### config.mk
export PLATFORM = sky130hd
export DESIGN_NAME = ckr_carkit_regs
export DESIGN_NICKNAME = d
export VERILOG_FILES = /design/src/rtl/ckr_rid_timer.v /design/src/rtl/ckr_carkit_regs.v
export VERILOG_INCLUDE_DIRS = /design/src /design/src/rtl
export SDC_FILE = /design/constraint.sdc
export NUM_CORES = 1
export LEC_CHECK = 0
export BUFFER_PORTS_ARGS = -buffer_cell sky130_fd_sc_hd__buf_2
export CELL_PAD_IN_SITES_DETAIL_PLACEMENT = 0
export CELL_PAD_IN_SITES_GLOBAL_PLACEMENT = 2
export CORE_AREA = 4 4 102 104
export DETAILED_ROUTE_END_ITERATION = 12
export DIE_AREA = 0 0 106 108
export PLACE_DENSITY = 0.89
export RECOVER_POWER = 50
export SLEW_MARGIN = 5
export SYNTH_ARGS = -nofsm -noshare
export SYNTH_HDL_FRONTEND = slang
export SYNTH_SLANG_ARGS = --single-unit
export TNS_END_PERCENT = 100
### constraint.sdc
create_clock -name clk -period 3 [get_ports clk]
set_clock_uncertainty 0.05 [all_clocks]
set_input_delay 0.3 -clock clk [delete_from_list [all_inputs] [get_ports clk]]
set_output_delay 0.3 -clock clk [all_outputs]
set_load 0.005 [all_outputs]
### src/rtl/ckr_consts.vh
// constants of the carkit control register group: addresses, fields, timing
// assumes a 6-bit immediate register address and an 8 ns link clock
// What this block does
// control register: write at 19h, set at 1Ah, clear at 1Bh, all read back
// link sets both route enables before selecting carkit mode elsewhere
// with receive route off, link data line 1 is held high
// bit 1 drives the ID pin to ground; bit 0 always reads 0
// bit 2 routes link data line 0 onto DM
// bit 3 routes DP onto link data line 1
// enable register: write at 1Dh, set at 1Eh, clear at 1Fh, all read back
// enable bit 0 raises alt_int when ID becomes floating
// enable bit 1 raises alt_int when ID stops floating
// link should enable the ID pull-up when using floating detection
// unimplemented carkit and DP bits and reserved bits read zero
// enable bit 5, ORed with vendor bit 6, raises alt_int on conversion done
// status at 20h, bit 0 shows ID floating while pull-up is on
// status bits 5:3 give the ID resistor code
// status bit 6 sets when the 282 us measurement finishes
// done clears on a vendor register read, not on a status read
// latch register at 21h clears its auto-clear bits when read
// latch bit 0 holds an enabled ID floating edge until read
// latch bit 3 holds an enabled done rising edge until read
// writing or setting the start bit measures; it clears on completion
// set ORs bits in, clear removes ones written; read-only bits ignore writes
// every carkit bit resets to 0
`ifndef CKR_CONSTS_VH
`define CKR_CONSTS_VH

`define CKR_ADDR_CTRL      6'h19
`define CKR_ADDR_IRQ_EN    6'h1D
`define CKR_ADDR_STATUS    6'h20
`define CKR_ADDR_LATCH     6'h21
`define CKR_ADDR_VENDOR    6'h36

`define CKR_KIND_WRITE     2'h0
`define CKR_KIND_SET       2'h1
`define CKR_KIND_CLEAR     2'h2
`define CKR_KIND_NONE      2'h3

`define CKR_CTRL_MASK      8'h0E
`define CKR_IRQ_EN_MASK    8'h23
`define CKR_VENDOR_MASK    8'h70
`define CKR_RESET_BYTE     8'h00
`define CKR_VENDOR_STORE   8'h60

`define CKR_BIT_ID_GND     1
`define CKR_BIT_TX_EN      2
`define CKR_BIT_RX_EN      3
`define CKR_BIT_FLOAT_RISE 0
`define CKR_BIT_FLOAT_FALL 1
`define CKR_BIT_RID_INT    5
`define CKR_BIT_V_START    4
`define CKR_BIT_V_RID_INT  6

`define CKR_RID_TIME_NS    282000
`define CKR_CLK_PERIOD_NS  8

`endif

### src/rtl/ckr_rid_timer.v
// sequencer of the ID resistor measurement: timing and capture of the code
// assumes the analogue converter settles its code within the measurement time
`timescale 1ns/1ps

module ckr_rid_timer #(
	parameter [15:0] CYCLES = 16'h89B2
) (
	input  wire       clk,
	input  wire       reset,
	input  wire       start,
	input  wire [2:0] code_in,
	output reg        busy,
	output reg        done_pulse,
	output reg  [2:0] code,
	output reg        meas_enable
);

	reg [15:0] count;

	// count out the measurement, then capture the code and pulse done
	always @(posedge clk) begin
		if (reset) begin
			busy        <= 1'b0;
			done_pulse  <= 1'b0;
			code        <= 3'h0;
			meas_enable <= 1'b0;
			count       <= 16'h0000;
		end else begin
			done_pulse <= 1'b0;
			if (!busy) begin
				if (start) begin
					busy        <= 1'b1;
					meas_enable <= 1'b1;
					count       <= CYCLES - 16'h0001;
				end
			end else if (count == 16'h0000) begin
				busy        <= 1'b0;
				meas_enable <= 1'b0;
				done_pulse  <= 1'b1;
				code        <= code_in;
			end else begin
				count <= count - 16'h0001;
			end
		end
	end

endmodule // ckr_rid_timer

### src/rtl/ckr_carkit_regs.v
// carkit control, interrupt enable, status and latch registers, with the
// vendor resistor conversion register that shares their done and enable bits
// assumes a register port on the link clock, one access per cycle, and
// analogue ID float and resistor code signals arriving from outside the clock
`include "ckr_consts.vh"
`timescale 1ns/1ps

module ckr_carkit_regs #(
	parameter RID_TIME_NS = `CKR_RID_TIME_NS
) (
	input  wire       clk,
	input  wire       reset,
	input  wire [5:0] reg_addr,
	input  wire [7:0] reg_wdata,
	input  wire       reg_wr,
	input  wire       reg_rd,
	output reg  [7:0] reg_rdata,
	output reg        reg_rvalid,
	input  wire       id_pullup_enable,
	input  wire       id_float_pin,
	input  wire [2:0] rid_adc_code,
	input  wire       link_data0_in,
	output reg        link_data1_out,
	output reg        dm_out,
	output reg        dm_oe,
	input  wire       dp_pin,
	output reg        id_out,
	output reg        id_oe,
	output reg        rid_meas_enable,
	output reg        alt_int
);

	// measurement length in link clock cycles
	localparam integer RID_CYCLES_I = RID_TIME_NS / `CKR_CLK_PERIOD_NS;
	localparam [15:0]  RID_CYCLES   = RID_CYCLES_I[15:0];

	// software visible state
	reg [7:0] line_ctrl;
	reg [7:0] irq_en;
	reg [7:0] vendor_bits;
	reg       conv_done;
	reg       latch_float;
	reg       latch_rid;

	// pin synchronisers and filtered levels
	reg       float_s1;
	reg       float_s2;
	reg       float_s3;
	reg       float_state;
	reg       dp_s1;
	reg       dp_s2;
	reg       dp_s3;
	reg       dp_state;

	// converter handshake
	wire       rid_busy;
	wire       rid_done_pulse;
	wire [2:0] rid_code;
	wire       rid_meas_en_w;

	// write decode and next values
	reg  [1:0] kind_ctrl;
	reg  [1:0] kind_en;
	reg  [1:0] kind_vendor;
	reg  [7:0] next_line_ctrl;
	reg  [7:0] next_irq_en;
	reg  [7:0] next_vendor;
	reg        start_req;
	reg        float_qual;
	reg        float_rise;
	reg        float_fall;
	reg        ev_float;
	reg        ev_rid;
	reg        rid_int_eff;
	reg        rd_latch;
	reg        rd_vendor;
	reg  [7:0] status_byte;
	reg  [7:0] vendor_byte;
	reg  [7:0] next_rdata;

	// which of write, set or clear an address means for a register base
	function [1:0] ckr_kind;
		input [5:0] addr;
		input [5:0] base;
		reg   [5:0] diff;
		begin
			diff = addr - base;
			if (diff == 6'h00)
				ckr_kind = `CKR_KIND_WRITE;
			else if (diff == 6'h01)
				ckr_kind = `CKR_KIND_SET;
			else if (diff == 6'h02)
				ckr_kind = `CKR_KIND_CLEAR;
			else
				ckr_kind = `CKR_KIND_NONE;
		end
	endfunction

	// apply a write, set or clear to the writable bits only
	function [7:0] ckr_apply;
		input [7:0] cur;
		input [7:0] wdata;
		input [1:0] kind;
		input [7:0] mask;
		reg   [7:0] bits;
		begin
			bits = wdata & mask;
			case (kind)
			`CKR_KIND_WRITE: ckr_apply = bits | (cur & ~mask);
			`CKR_KIND_SET:   ckr_apply = cur | bits;
			`CKR_KIND_CLEAR: ckr_apply = cur & ~bits;
			default:         ckr_apply = cur;
			endcase
		end
	endfunction

	// resistor measurement sequencer
	ckr_rid_timer #(
		.CYCLES      (RID_CYCLES)
	) u_rid_timer (
		.clk         (clk),
		.reset       (reset),
		.start       (start_req),
		.code_in     (rid_adc_code),
		.busy        (rid_busy),
		.done_pulse  (rid_done_pulse),
		.code        (rid_code),
		.meas_enable (rid_meas_en_w)
	);

	// address decode of write, set and clear for each writable register
	always @* begin
		kind_ctrl   = reg_wr ? ckr_kind(reg_addr, `CKR_ADDR_CTRL)
		                     : `CKR_KIND_NONE;
		kind_en     = reg_wr ? ckr_kind(reg_addr, `CKR_ADDR_IRQ_EN)
		                     : `CKR_KIND_NONE;
		kind_vendor = reg_wr ? ckr_kind(reg_addr, `CKR_ADDR_VENDOR)
		                     : `CKR_KIND_NONE;
	end

	// next register contents; masks keep read-only bits at zero
	always @* begin
		next_line_ctrl = ckr_apply(line_ctrl, reg_wdata, kind_ctrl,
		                           `CKR_CTRL_MASK);
		next_irq_en    = ckr_apply(irq_en, reg_wdata, kind_en,
		                           `CKR_IRQ_EN_MASK);
		next_vendor    = ckr_apply(vendor_bits, reg_wdata, kind_vendor,
		                           `CKR_VENDOR_MASK);
	end

	// a one written or set into the start bit launches a measurement;
	// a start while the sequencer is busy is dropped
	always @* begin
		start_req = (kind_vendor != `CKR_KIND_NONE) &&
		            (kind_vendor != `CKR_KIND_CLEAR) &&
		            next_vendor[`CKR_BIT_V_START] && !rid_busy;
	end

	// ID floating edges, seen only once two synchroniser stages agree
	always @* begin
		if (float_s2 == float_s3)
			float_qual = float_s3 & id_pullup_enable;
		else
			float_qual = float_state;
		float_rise = float_qual & ~float_state;
		float_fall = ~float_qual & float_state;
		ev_float   = (float_rise & irq_en[`CKR_BIT_FLOAT_RISE]) |
		             (float_fall & irq_en[`CKR_BIT_FLOAT_FALL]);
	end

	// conversion done event, enabled from either register
	always @* begin
		rid_int_eff = irq_en[`CKR_BIT_RID_INT] |
		              vendor_bits[`CKR_BIT_V_RID_INT];
		ev_rid      = rid_done_pulse & ~conv_done & rid_int_eff;
	end

	// reads that have side effects
	always @* begin
		rd_latch  = reg_rd && (reg_addr == `CKR_ADDR_LATCH);
		rd_vendor = reg_rd &&
		            (ckr_kind(reg_addr, `CKR_ADDR_VENDOR) !=
		             `CKR_KIND_NONE);
	end

	// read data mux; unmapped addresses read zero
	always @* begin
		status_byte = {1'b0, conv_done, rid_code, 2'b00,
		               float_state};
		vendor_byte = {1'b0, vendor_bits[6:5], rid_busy, conv_done,
		               rid_code};
		next_rdata  = 8'h00;
		if (ckr_kind(reg_addr, `CKR_ADDR_CTRL) != `CKR_KIND_NONE)
			next_rdata = line_ctrl;
		else if (ckr_kind(reg_addr, `CKR_ADDR_IRQ_EN) != `CKR_KIND_NONE)
			next_rdata = irq_en;
		else if (reg_addr == `CKR_ADDR_STATUS)
			next_rdata = status_byte;
		else if (reg_addr == `CKR_ADDR_LATCH)
			next_rdata = {4'h0, latch_rid, 2'b00, latch_float};
		else if (ckr_kind(reg_addr, `CKR_ADDR_VENDOR) != `CKR_KIND_NONE)
			next_rdata = vendor_byte;
	end

	// ID float synchroniser: three stages, a level counts when 2 and 3 agree
	always @(posedge clk) begin
		if (reset) begin
			float_s1 <= 1'b0;
			float_s2 <= 1'b0;
			float_s3 <= 1'b0;
		end else begin
			float_s1 <= id_float_pin;
			float_s2 <= float_s1;
			float_s3 <= float_s2;
		end
	end

	// DP synchroniser, same scheme, filtered level kept in dp_state
	always @(posedge clk) begin
		if (reset) begin
			dp_s1    <= 1'b0;
			dp_s2    <= 1'b0;
			dp_s3    <= 1'b0;
			dp_state <= 1'b0;
		end else begin
			dp_s1    <= dp_pin;
			dp_s2    <= dp_s1;
			dp_s3    <= dp_s2;
			if (dp_s2 == dp_s3)
				dp_state <= dp_s3;
		end
	end

	// writable registers
	always @(posedge clk) begin
		if (reset) begin
			line_ctrl   <= `CKR_RESET_BYTE;
			irq_en      <= `CKR_RESET_BYTE;
			vendor_bits <= `CKR_RESET_BYTE;
		end else begin
			line_ctrl   <= next_line_ctrl;
			irq_en      <= next_irq_en;
			// the start bit is shown from the sequencer, not stored
			vendor_bits <= next_vendor & `CKR_VENDOR_STORE;
		end
	end

	// filtered ID floating level seen by status and edge logic
	always @(posedge clk) begin
		if (reset)
			float_state <= 1'b0;
		else
			float_state <= float_qual;
	end

	// conversion done: set by the sequencer, cleared by a vendor read
	always @(posedge clk) begin
		if (reset)
			conv_done <= 1'b0;
		else if (rid_done_pulse)
			conv_done <= 1'b1;
		else if (rd_vendor)
			conv_done <= 1'b0;
	end

	// ID floating latch: a new edge wins over the clearing read
	always @(posedge clk) begin
		if (reset)
			latch_float <= 1'b0;
		else if (ev_float)
			latch_float <= 1'b1;
		else if (rd_latch)
			latch_float <= 1'b0;
	end

	// conversion latch: a new done edge wins over the clearing read
	always @(posedge clk) begin
		if (reset)
			latch_rid <= 1'b0;
		else if (ev_rid)
			latch_rid <= 1'b1;
		else if (rd_latch)
			latch_rid <= 1'b0;
	end

	// alternate interrupt indication for the receive command byte
	always @(posedge clk) begin
		if (reset)
			alt_int <= 1'b0;
		else
			alt_int <= ev_float | ev_rid;
	end

	// register port answer, one cycle after the read strobe
	always @(posedge clk) begin
		if (reset) begin
			reg_rdata  <= 8'h00;
			reg_rvalid <= 1'b0;
		end else begin
			reg_rvalid <= reg_rd;
			if (reg_rd)
				reg_rdata <= next_rdata;
		end
	end

	// transmit route: link data line 0 onto DM while enabled
	always @(posedge clk) begin
		if (reset) begin
			dm_out <= 1'b0;
			dm_oe  <= 1'b0;
		end else begin
			dm_oe  <= line_ctrl[`CKR_BIT_TX_EN];
			dm_out <= link_data0_in & line_ctrl[`CKR_BIT_TX_EN];
		end
	end

	// receive route: filtered DP onto link data line 1, else held high
	always @(posedge clk) begin
		if (reset)
			link_data1_out <= 1'b1;
		else if (line_ctrl[`CKR_BIT_RX_EN])
			link_data1_out <= dp_state;
		else
			link_data1_out <= 1'b1;
	end

	// ID ground drive is an open-drain pull to ground
	always @(posedge clk) begin
		if (reset) begin
			id_out <= 1'b0;
			id_oe  <= 1'b0;
		end else begin
			id_out <= 1'b0;
			id_oe  <= line_ctrl[`CKR_BIT_ID_GND];
		end
	end

	// converter enable follows the sequencer by one cycle
	always @(posedge clk) begin
		if (reset)
			rid_meas_enable <= 1'b0;
		else
			rid_meas_enable <= rid_meas_en_w;
	end

endmodule // ckr_carkit_regs

## After elaboration in Yosys (flattened, before gate mapping)

Index checks and enable logic that the tools add are counted.

| word-level totals | value |
|---|---|
| flip-flop bits (word level) | 66 |
| logic and storage cells | 149 |
| output and inout port bits | 16 |

| cells by class | value |
|---|---|
| multiplexer cells | 41 |
| bitwise operators | 28 |
| reductions and logical operators | 25 |
| $add $sub $neg | 4 |
| equality and inequality tests | 24 |

Operator list:

| operator | count |
|---|---|
| $mux W16 | 3 |
| $pmux W8 S3 | 2 |
| $mux W2 | 14 |
| $mux W7 | 3 |
| $pmux W7 S3 | 1 |
| $eq A6 B1 Y1 const B | 3 |
| $eq A6 B2 Y1 const B | 3 |
| $logic_not A6 Y1 | 3 |
| $and A8 B8 Y8 | 2 |
| $logic_not A16 Y1 | 1 |
| $mux W1 | 16 |
| $mux W8 | 2 |
| $ne A2 B2 Y1 const B | 8 |
| $sub A16 B1 Y16 const B | 1 |
| $eq A6 B6 Y1 const B | 2 |
| $sub A6 B5 Y6 const B | 2 |
| $reduce_bool A3 Y1 | 3 |
| $and A1 B1 Y1 | 8 |
| $not A4 Y8 | 1 |
| $not A6 Y8 | 1 |
| $or A4 B8 Y8 | 1 |
| $or A6 B8 Y8 | 1 |
| $or A8 B4 Y8 | 1 |
| $or A8 B6 Y8 | 1 |
| 16 further kinds | 39 |

## Longest topological paths before layout

Gate-level depths: netlist of run 1.

| depth | value |
|---|---|
| depth after elaboration | 16 |
| depth in mapped cells | 13 |
| gate-level depth less buffers | 12 |

## Modules after synthesis

Synthesis of run 1 repeated with hierarchy kept, for this count alone.

| second synthesis, totals | value |
|---|---|
| cell total of the unflattened synthesis | 388 |
| area total of the unflattened synthesis | 3370.7 um2 |

Modules (own cells, without submodules):

| module | times used | seq. area each (um2) | area an instance (um2) | cells an instance |
|---|---|---|---|---|
| ckr_carkit_regs | 1 | 880.8 | 2199.6 | 254 |
| ckr_rid_timer | 1 | 440.4 | 1171.1 | 134 |

## Least setup slack after synthesis of run 1

Ideal clock, no wire load.

| timing | value |
|---|---|
| kind | in2reg |
| start point | input reg_addr[1] |
| end point | register irq_en[2] |
| path slack | 0.521 ns |
| required time | 2.891 ns |
| buffers on the path | 1 |
| library setup time | 0.059 ns |
| cell stages on the path | 10 |
| data arrival time | 2.370 ns |
| path through | buf_2 inv_1 ha_1 a21oi_2 o22ai_1 a2111oi_4 nand4_1 ha_1 a21oi_1 and2_1 |

| on the way | value |
|---|---|
| cells in the longest elaborated chain, start to end | 8 |

Ends and longest elaborated chain:

| what | line | text |
|---|---|---|
| start: declaration | ckr_carkit_regs.v:13 | `input wire [5:0] reg_addr,` |
| $sub A6 B5 Y6 * | ckr_carkit_regs.v:87 | `diff = addr - base;` |
| $eq A6 B2 Y1 | ckr_carkit_regs.v:92 | `else if (diff == 6'h02)` |
| $mux W1 | ckr_carkit_regs.v:92 |  |
| $mux W2 | ckr_carkit_regs.v:90 | `else if (diff == 6'h01)` |
| $mux W2 * | ckr_carkit_regs.v:88 | `if (diff == 6'h00)` |
| $mux W2 (no source line) * | -- |  |
| $eq A2 B2 Y1, or another cell as far along | ckr_carkit_regs.v:108 | `case (kind)` |
| $pmux W8 S3 or $reduce_bool A3 Y1 (tied branches) | -- |  |
| end signal: assignment | ckr_carkit_regs.v:238 | `` irq_en <= `CKR_RESET_BYTE; `` |
| end signal: assignment | ckr_carkit_regs.v:242 | `irq_en <= next_irq_en;` |
| end: declaration | ckr_carkit_regs.v:39 | `reg [7:0] irq_en;` |

Mark *: on every way between the ends. The rest lies on a longest branch, timed or not.
A chain may end at the register's enable or synchronous reset.

## Worst setup path in the final report of run 1

| timing | value |
|---|---|
| start point | input reg_addr[2] |
| end point | register reg_rdata[3] |

| on the way | value |
|---|---|
| cells in the longest elaborated chain, start to end | 15 |

Ends and longest elaborated chain:

| what | line | text |
|---|---|---|
| $sub A6 B6 Y6 | ckr_carkit_regs.v:87 |  |
| $eq A6 B2 Y1 | ckr_carkit_regs.v:92 |  |
| $mux W1 | ckr_carkit_regs.v:92 |  |
| $mux W2 | ckr_carkit_regs.v:90 |  |
| $mux W2 | ckr_carkit_regs.v:88 |  |
| $mux W2 | ckr_carkit_regs.v:199 | `` else if (reg_addr == `CKR_ADDR_LATCH) `` |
| $mux W2 | ckr_carkit_regs.v:197 | `` else if (reg_addr == `CKR_ADDR_STATUS) `` |
| $mux W2 | ckr_carkit_regs.v:195 | `` else if (ckr_kind(reg_addr, `CKR_ADDR_IRQ_EN) != `CKR_KIND_NONE) `` |
| $mux W2 | ckr_carkit_regs.v:193 | `` if (ckr_kind(reg_addr, `CKR_ADDR_CTRL) != `CKR_KIND_NONE) `` |
| $ne A2 B2 Y1 (no source line) | -- |  |
| $mux W7 | ckr_carkit_regs.v:201 | `` else if (ckr_kind(reg_addr, `CKR_ADDR_VENDOR) != `CKR_KIND_NONE) `` |
| $mux W7 | ckr_carkit_regs.v:199 |  |
| $mux W7 | ckr_carkit_regs.v:197 |  |
| $mux W8 | ckr_carkit_regs.v:195 |  |
| $mux W8 * | ckr_carkit_regs.v:193 |  |
| end signal: assignment | ckr_carkit_regs.v:302 | `reg_rdata <= next_rdata;` |
| end: declaration | ckr_carkit_regs.v:17 | `output reg [7:0] reg_rdata,` |

Mark *: on every way between the ends. The rest lies on a longest branch, timed or not. The select of a mux whose other input is x is not followed.

==> flow_summary.toml, run 1 <==
[timing]
holdWs_ps = 93.4
rsz0062_at_grt = "no"
worst_pin_slew_ps = 1730
finalHoldViolCount = 0
tns_ps = 0
max_freq_mhz = 395
min_period_ps = 2530
drv_slew = 40
setup_viol = 0
maxSlewHeadroom = -0.152
fin_crit_sh = 0.843

[placed_design]
io_buffers = 38
dpl.hpwl_um = 5500
place_congestion = 0.776

[cts]
htreeDepth = 3
cts.clk_slew.worst_paths_ps = 80
cts.repair.resized = 0
cts_buffer_depth = 2
holdBufCountCts = 0
insertion_delay_ps = 360
cts_tree = "yes"
post_cts_buffers = 0
numCtsBuffers = 9
clkSinkCount = 66
clockRootBuffer = "clkbuf_8"

[worst_setup_path]
crit_arrival_ps = 2720
cp-start-kind = "input pin"
endpoint_kind = "flip-flop"
ff2ff_setup_slack_ps = 790
crit_start = "reg_addr[2]"
path_max_fanout = 11
timing.rr.start = "u_rid_timer.count[6]$_SDFFE_PP0P_"
cp.required_ps = 3190
r2r_cells = 7
worst_r2r_endpoint = "u_rid_timer.count[7]$_SDFFE_PP0P_"
critical_path_class = "input pin to flip-flop"

[layout]
antenna_cells = 0
syn_to_final_growth_pct = 15.6
drive_above_1_share = 0.151
final_nets = 451
final_cell_mix = "dfxtp_1 (66), a21oi_1 (37), nor2_1 (35)"
final_common_cell = "dfxtp_1"

[synth]
synth_top_family_by_area = "simple AND/OR/NAND/NOR gates"
synthSimpleGateAreaFrac = 0.246
synth_compound_area_frac = 0.188
syn_nets = 414
yosys_warnings = 0
post_synth_fa_ha_maj_area_fraction = 0.0497
syn_area_mm2 = 0.00327
synth_xor_area_frac = 0.0401
synth_flop_cell = "dfxtp_1"
syn_area_per_cell_um2 = 8.71
synth-seq-cells = 66
ys_types = 62
muxShareOfSynthArea = 0.0157
ys_seq_area_frac = 0.404
postSynth.asyncResetShare = 0
synth_edf_count = 0
synthCells = 376

[floorplan]
start_util = 0.343
std_cell_rows = 36
die_x_um = 106
core_area_mm2 = 0.00955
die_h_um = 108
io_pins = 41
die-area_mm2 = 0.0114

[grt]
grt_max_degree = 40
grt_usage = 0.140
grt_use_met1 = 0.179
grt_busiest_layer = "met2"
antenna_found_initial = 0
grt_pass1_vias = 2588
grt_pass1_wl_um = 12600
use_met2 = 0.226
grt_remaining_overflow = 0
grt_use_met3 = 0.0346

[worst_hold_path]
worstHoldStart = "link_data0_in"
holdPathEnd = "dm_out$_SDFF_PP0_"
hold_path.class = "input pin to flip-flop"
worstHoldPathCells = 2

[power]
leakagePower_uw = 0.00152
peakVddDrop_uv = 177
powerDensity_mw_per_mm2 = 519

[drt]
antenna_left = 0
wl_um = 7610
post_drt_wl_per_cell_um = 13.8
route.detailed.drc = 0
drt_iter0_markers = 108
vias = 2748
drtPass1Iterations = 4
drt-vias-per-instance = 4.99

[status]
status = "finished with violations"
violations = "capacitance limit, slew limit"

[run]
cap_violations = 1
[where the power goes]
part           total (uW)  switching, uW  internal, uW
Clock                 878            377           501
Sequential            902           11.2           891
Combinational         182            111          71.4
Total                1960            499          1460
[per-stage QoR]
step | total power, uW | instances | worst slack [ps] | util | instance area [um^2]
2_1_floorplan | 1050 | 376 | 521 | - | 3270
3_3_place_gp | 1100 | 535 | 246 | 0.374 | 3570
3_5_place_dp | 1110 | 535 | 221 | 0.374 | 3570
4_1_cts | 1990 | 551 | 590 | 0.398 | 3800
5_1_grt | 2050 | 551 | 235 | 0.396 | 3780
6_report | 1960 | 551 | 471 | 0.396 | 3780
[how the worst max path moves through the flow]
stage,to,slack [ps],cells after the start
5_1_grt,reg_rdata[3]$_SDFFE_PP0P_,240,9
6_report,reg_rdata[3]$_SDFFE_PP0P_,470,9
3_3_place_gp,irq_en[4]$_SDFFE_PP0P_,250,9
3_5_place_dp,irq_en[7]$_SDFFE_PP0P_,220,9
4_1_cts,irq_en[2]$_SDFFE_PP0P_,590,9
2_1_floorplan,irq_en[2]$_SDFFE_PP0P_,520,10
[cells by family (layout without fill, tap and decap cells)]
group,after synthesis,count (layout)
buffers and inverters,39,81
XOR/XNOR,15,15
flip-flops,66,66
multiplexers,5,5
other,1,1
AO/OA/AOI/OAI,94,94
adder cells (fa/ha/maj),13,13
AND/OR/NAND/NOR,143,143
[critical path: stages]
cell	delay, ps
buf_2	200
inv_1	120
ha_1	290
and3b_1	250
o21ai_2	80
a22oi_1	550
a21oi_1	150
or4_1	500
a311oi_1	260
[routing by layer]
layer	wire, um	share of wire	vias up
li1	-	-	1414
met4	97	0.013	0
met1	3630	0.48	1266
met3	388	0.051	10
met2	3490	0.46	58
met5	0	0	-
[state kept, by name, indices dropped and copies added (netlist names), 2 cells and up]
register / count
reg_rdata: 8
u_rid_timer.count: 16
u_rid_timer.code: 3
line_ctrl: 8
ckr_apply.cur: 2
irq_en: 8
[layout make-up]
class,count,area [um^2]
fillers,1028,5770
multi-input cells,271,1770
flip-flops and latches,66,1320
repair buffers,43,214
well taps,133,166
clock buffers,10,138
clock inverters,6,95.1
inverters,22,82.6
[synthesized netlist by cell type, types with 2 or more instances]
cell / number / share of area
nor3_1: 4 / 0.0061
inv_1: 22 / 0.025
and2_1: 12 / 0.023
and2b_1: 2 / 0.0046
xnor2_1: 3 / 0.0080
ha_1: 13 / 0.050
nand4b_1: 5 / 0.013
and4b_1: 2 / 0.0061
clkbuf_1: 9 / 0.010
nor4_1: 7 / 0.013
nand3b_1: 2 / 0.0046
a22oi_1: 2 / 0.0046
buf_4: 5 / 0.011
nand3_1: 9 / 0.014
or4_1: 4 / 0.0092
a211oi_1: 7 / 0.016
a311oi_1: 2 / 0.0054
nand2_1: 22 / 0.025
o22ai_1: 3 / 0.0057
a31oi_1: 3 / 0.0057
o21ai_0: 18 / 0.028
o211ai_1: 2 / 0.0046
a221oi_1: 2 / 0.0054
nor2b_1: 11 / 0.021
buf_6: 2 / 0.0069
nand2b_1: 5 / 0.0096
nand4_1: 9 / 0.017
a21oi_1: 37 / 0.057
xor2_1: 12 / 0.032
nor2_1: 35 / 0.040
nor3b_1: 4 / 0.0092
o32ai_1: 2 / 0.0054
a222oi_1: 2 / 0.0061
dfxtp_1: 66 / 0.40
mux2i_1: 4 / 0.012
(Power assumes the default switching activity.)
==> run 2, diff against run 1 <==
Clock period 3 ns to 2.5 ns, I/O delays scaled along.
==> run 2 against run 1 <==
The flow now finishes without violations. Final cell count increased by 4.0%. Worst hold slack got worse by 29 ps. Core utilization rose by 1.3 points. Combinational power is 31% higher. Critical path depth up 1. Clock power is essentially flat. Critical endpoint unchanged. Critical path type unchanged.
==> flow_summary.toml, run 2 (synthesis results as in run 1) <==
[worst_setup_path]
endpoint_kind = "flip-flop"
cp.required_ps = 2690
crit_arrival_ps = 2420
path_max_fanout = 3
cp-start-kind = "input pin"
critical_path_class = "input pin to flip-flop"

[power]
combPwrFrac = 0.109
peakVddDrop_uv = 233
p_switching_uw = 568
powerDensity_mw_per_mm2 = 562
p_int_uw = 1630
p_sw_frac = 0.259
power_uw = 2200
leakagePower_uw = 0.00158
clock_power_share = 0.398
p_seq_frac = 0.493

[floorplan]
die_h_um = 108
io_pins = 41
die-area_mm2 = 0.0114
core_area_mm2 = 0.00955
std_cell_rows = 36
start_util = 0.343
die_x_um = 106

[timing]
finalHoldViolCount = 0
min_period_ps = 2230
holdWs_ps = 64.5
maxSlewHeadroom = 0.471
rsz0062_at_grt = "no"
setup_viol = 0
fin_crit_sh = 0.891
max_freq_mhz = 449
worst_pin_slew_ps = 794
drv_slew = 0

[layout]
final_cell_mix = "dfxtp_1 (66), a21oi_1 (37), nor2_1 (35)"
top_register = "u_rid_timer.count"
final_common_cell = "dfxtp_1"
syn_to_final_growth_pct = 19.5
antenna_cells = 0
fin_area_mm2 = 0.00391
fin_cells = 573
final_nets = 473
largest_reg_flops = 16
drive_above_1_share = 0.182

[placed_design]
placed_area_mm2 = 0.00373
place_congestion = 0.818
io_buffers = 38
dpl.hpwl_um = 5820
dpl.cell_count = 557

[grt]
grt_use_met1 = 0.184
grt_max_degree = 34
antenna_found_initial = 0
grt_pass1_vias = 2721
grt_use_met3 = 0.0406
use_met2 = 0.244
grt_busiest_layer = "met2"
grt_pass1_wl_um = 13400
grt_remaining_overflow = 0
grt_usage = 0.146

[drt]
drt_iter0_markers = 135
antenna_left = 0
drtPass1Iterations = 4
wl_um = 7760
drt-vias-per-instance = 4.91
route.detailed.drc = 0
post_drt_wl_per_cell_um = 13.5
vias = 2812

[cts]
clkSinkCount = 66
numCtsBuffers = 9
htreeDepth = 3
insertion_delay_ps = 330
cts_tree = "yes"
cts_buffer_depth = 2
clockRootBuffer = "clkbuf_8"
cts.clk_slew.worst_paths_ps = 80
post_cts_buffers = 0

[status]
status = "completed"

[run]
cap_violations = 0

[worst_hold_path]
hold_path.class = "input pin to flip-flop"
run 2: changes by cell type in the layout (fill, tap and decap cells not counted), sizes merged:
cell,delta
clkinvlp,+2
clkbuf,+5
buf,+16
bufinv,-1
inv,-2
clkinv,+2
run 2: area by class of cell:
type | count | area [um^2]
tap | 133 | 166
multi-input combinational | 271 | 1780
timing repair buffer | 65 | 367
inverter | 22 | 82.6
sequential | 66 | 1320
clock inverter | 7 | 68.8
fill | 999 | 5640
clock buffer | 9 | 124
run 2: path summary, 6_finish.rpt:
| path | start | depth (start not counted) | end | slack (ps) |
|---|---|---|---|---|
| worst max register to register | u_rid_timer.count[8]$_SDFFE_PP0P_ | 7 | u_rid_timer.count[11]$_SDFFE_PP0P_ | 410 |
| worst min-delay path | link_data0_in | 2 | dm_out$_SDFF_PP0_ | 60 |
| worst min register to register | dp_s1$_SDFF_PP0_ | 1 | dp_s2$_SDFF_PP0_ | 390 |
| worst max-delay path | reg_addr[1] | 10 | reg_rdata[3]$_SDFFE_PP0P_ | 270 |
run 2: worst max-delay path, cell delays in order:
cell and delay (ps):
buf_2 130, inv_1 70, clkbuf_1 130, ha_1 310
and3b_1 250, o21ai_2 80, a22oi_1 340, a21oi_1 120
or4_1 490, a311oi_1 260
run 2: per-stage QoR:
stage	utilization	setup TNS (ps)	worst slack (ps)
2_1_floorplan	-	0	70.5
3_3_place_gp	0.391	0	25.4
3_5_place_dp	0.391	-169	-58.8
4_1_cts	0.411	0	291
5_1_grt	0.409	0	12.5
6_report	0.409	0	272
run 2: power by group through the flow:
stage	logic (uW)	registers, uW	clock network [uW]
2_1_floorplan	160	1100	0
3_3_place_gp	239	1110	0
3_5_place_dp	241	1110	0
4_1_cts	243	1080	909
5_1_grt	269	1090	964
6_report	239	1080	875
run 2: repair_timing:
action	in CTS	in global routing
setup endpoints to repair	0	1
resized for setup	0	3
hold buffers	0	0
run 2: metal layers:
metal	share of wire	vias up
met3	0.045	10
met4	0.013	0
met2	0.49	49
met5	0	-
met1	0.45	1294
li1	-	1459
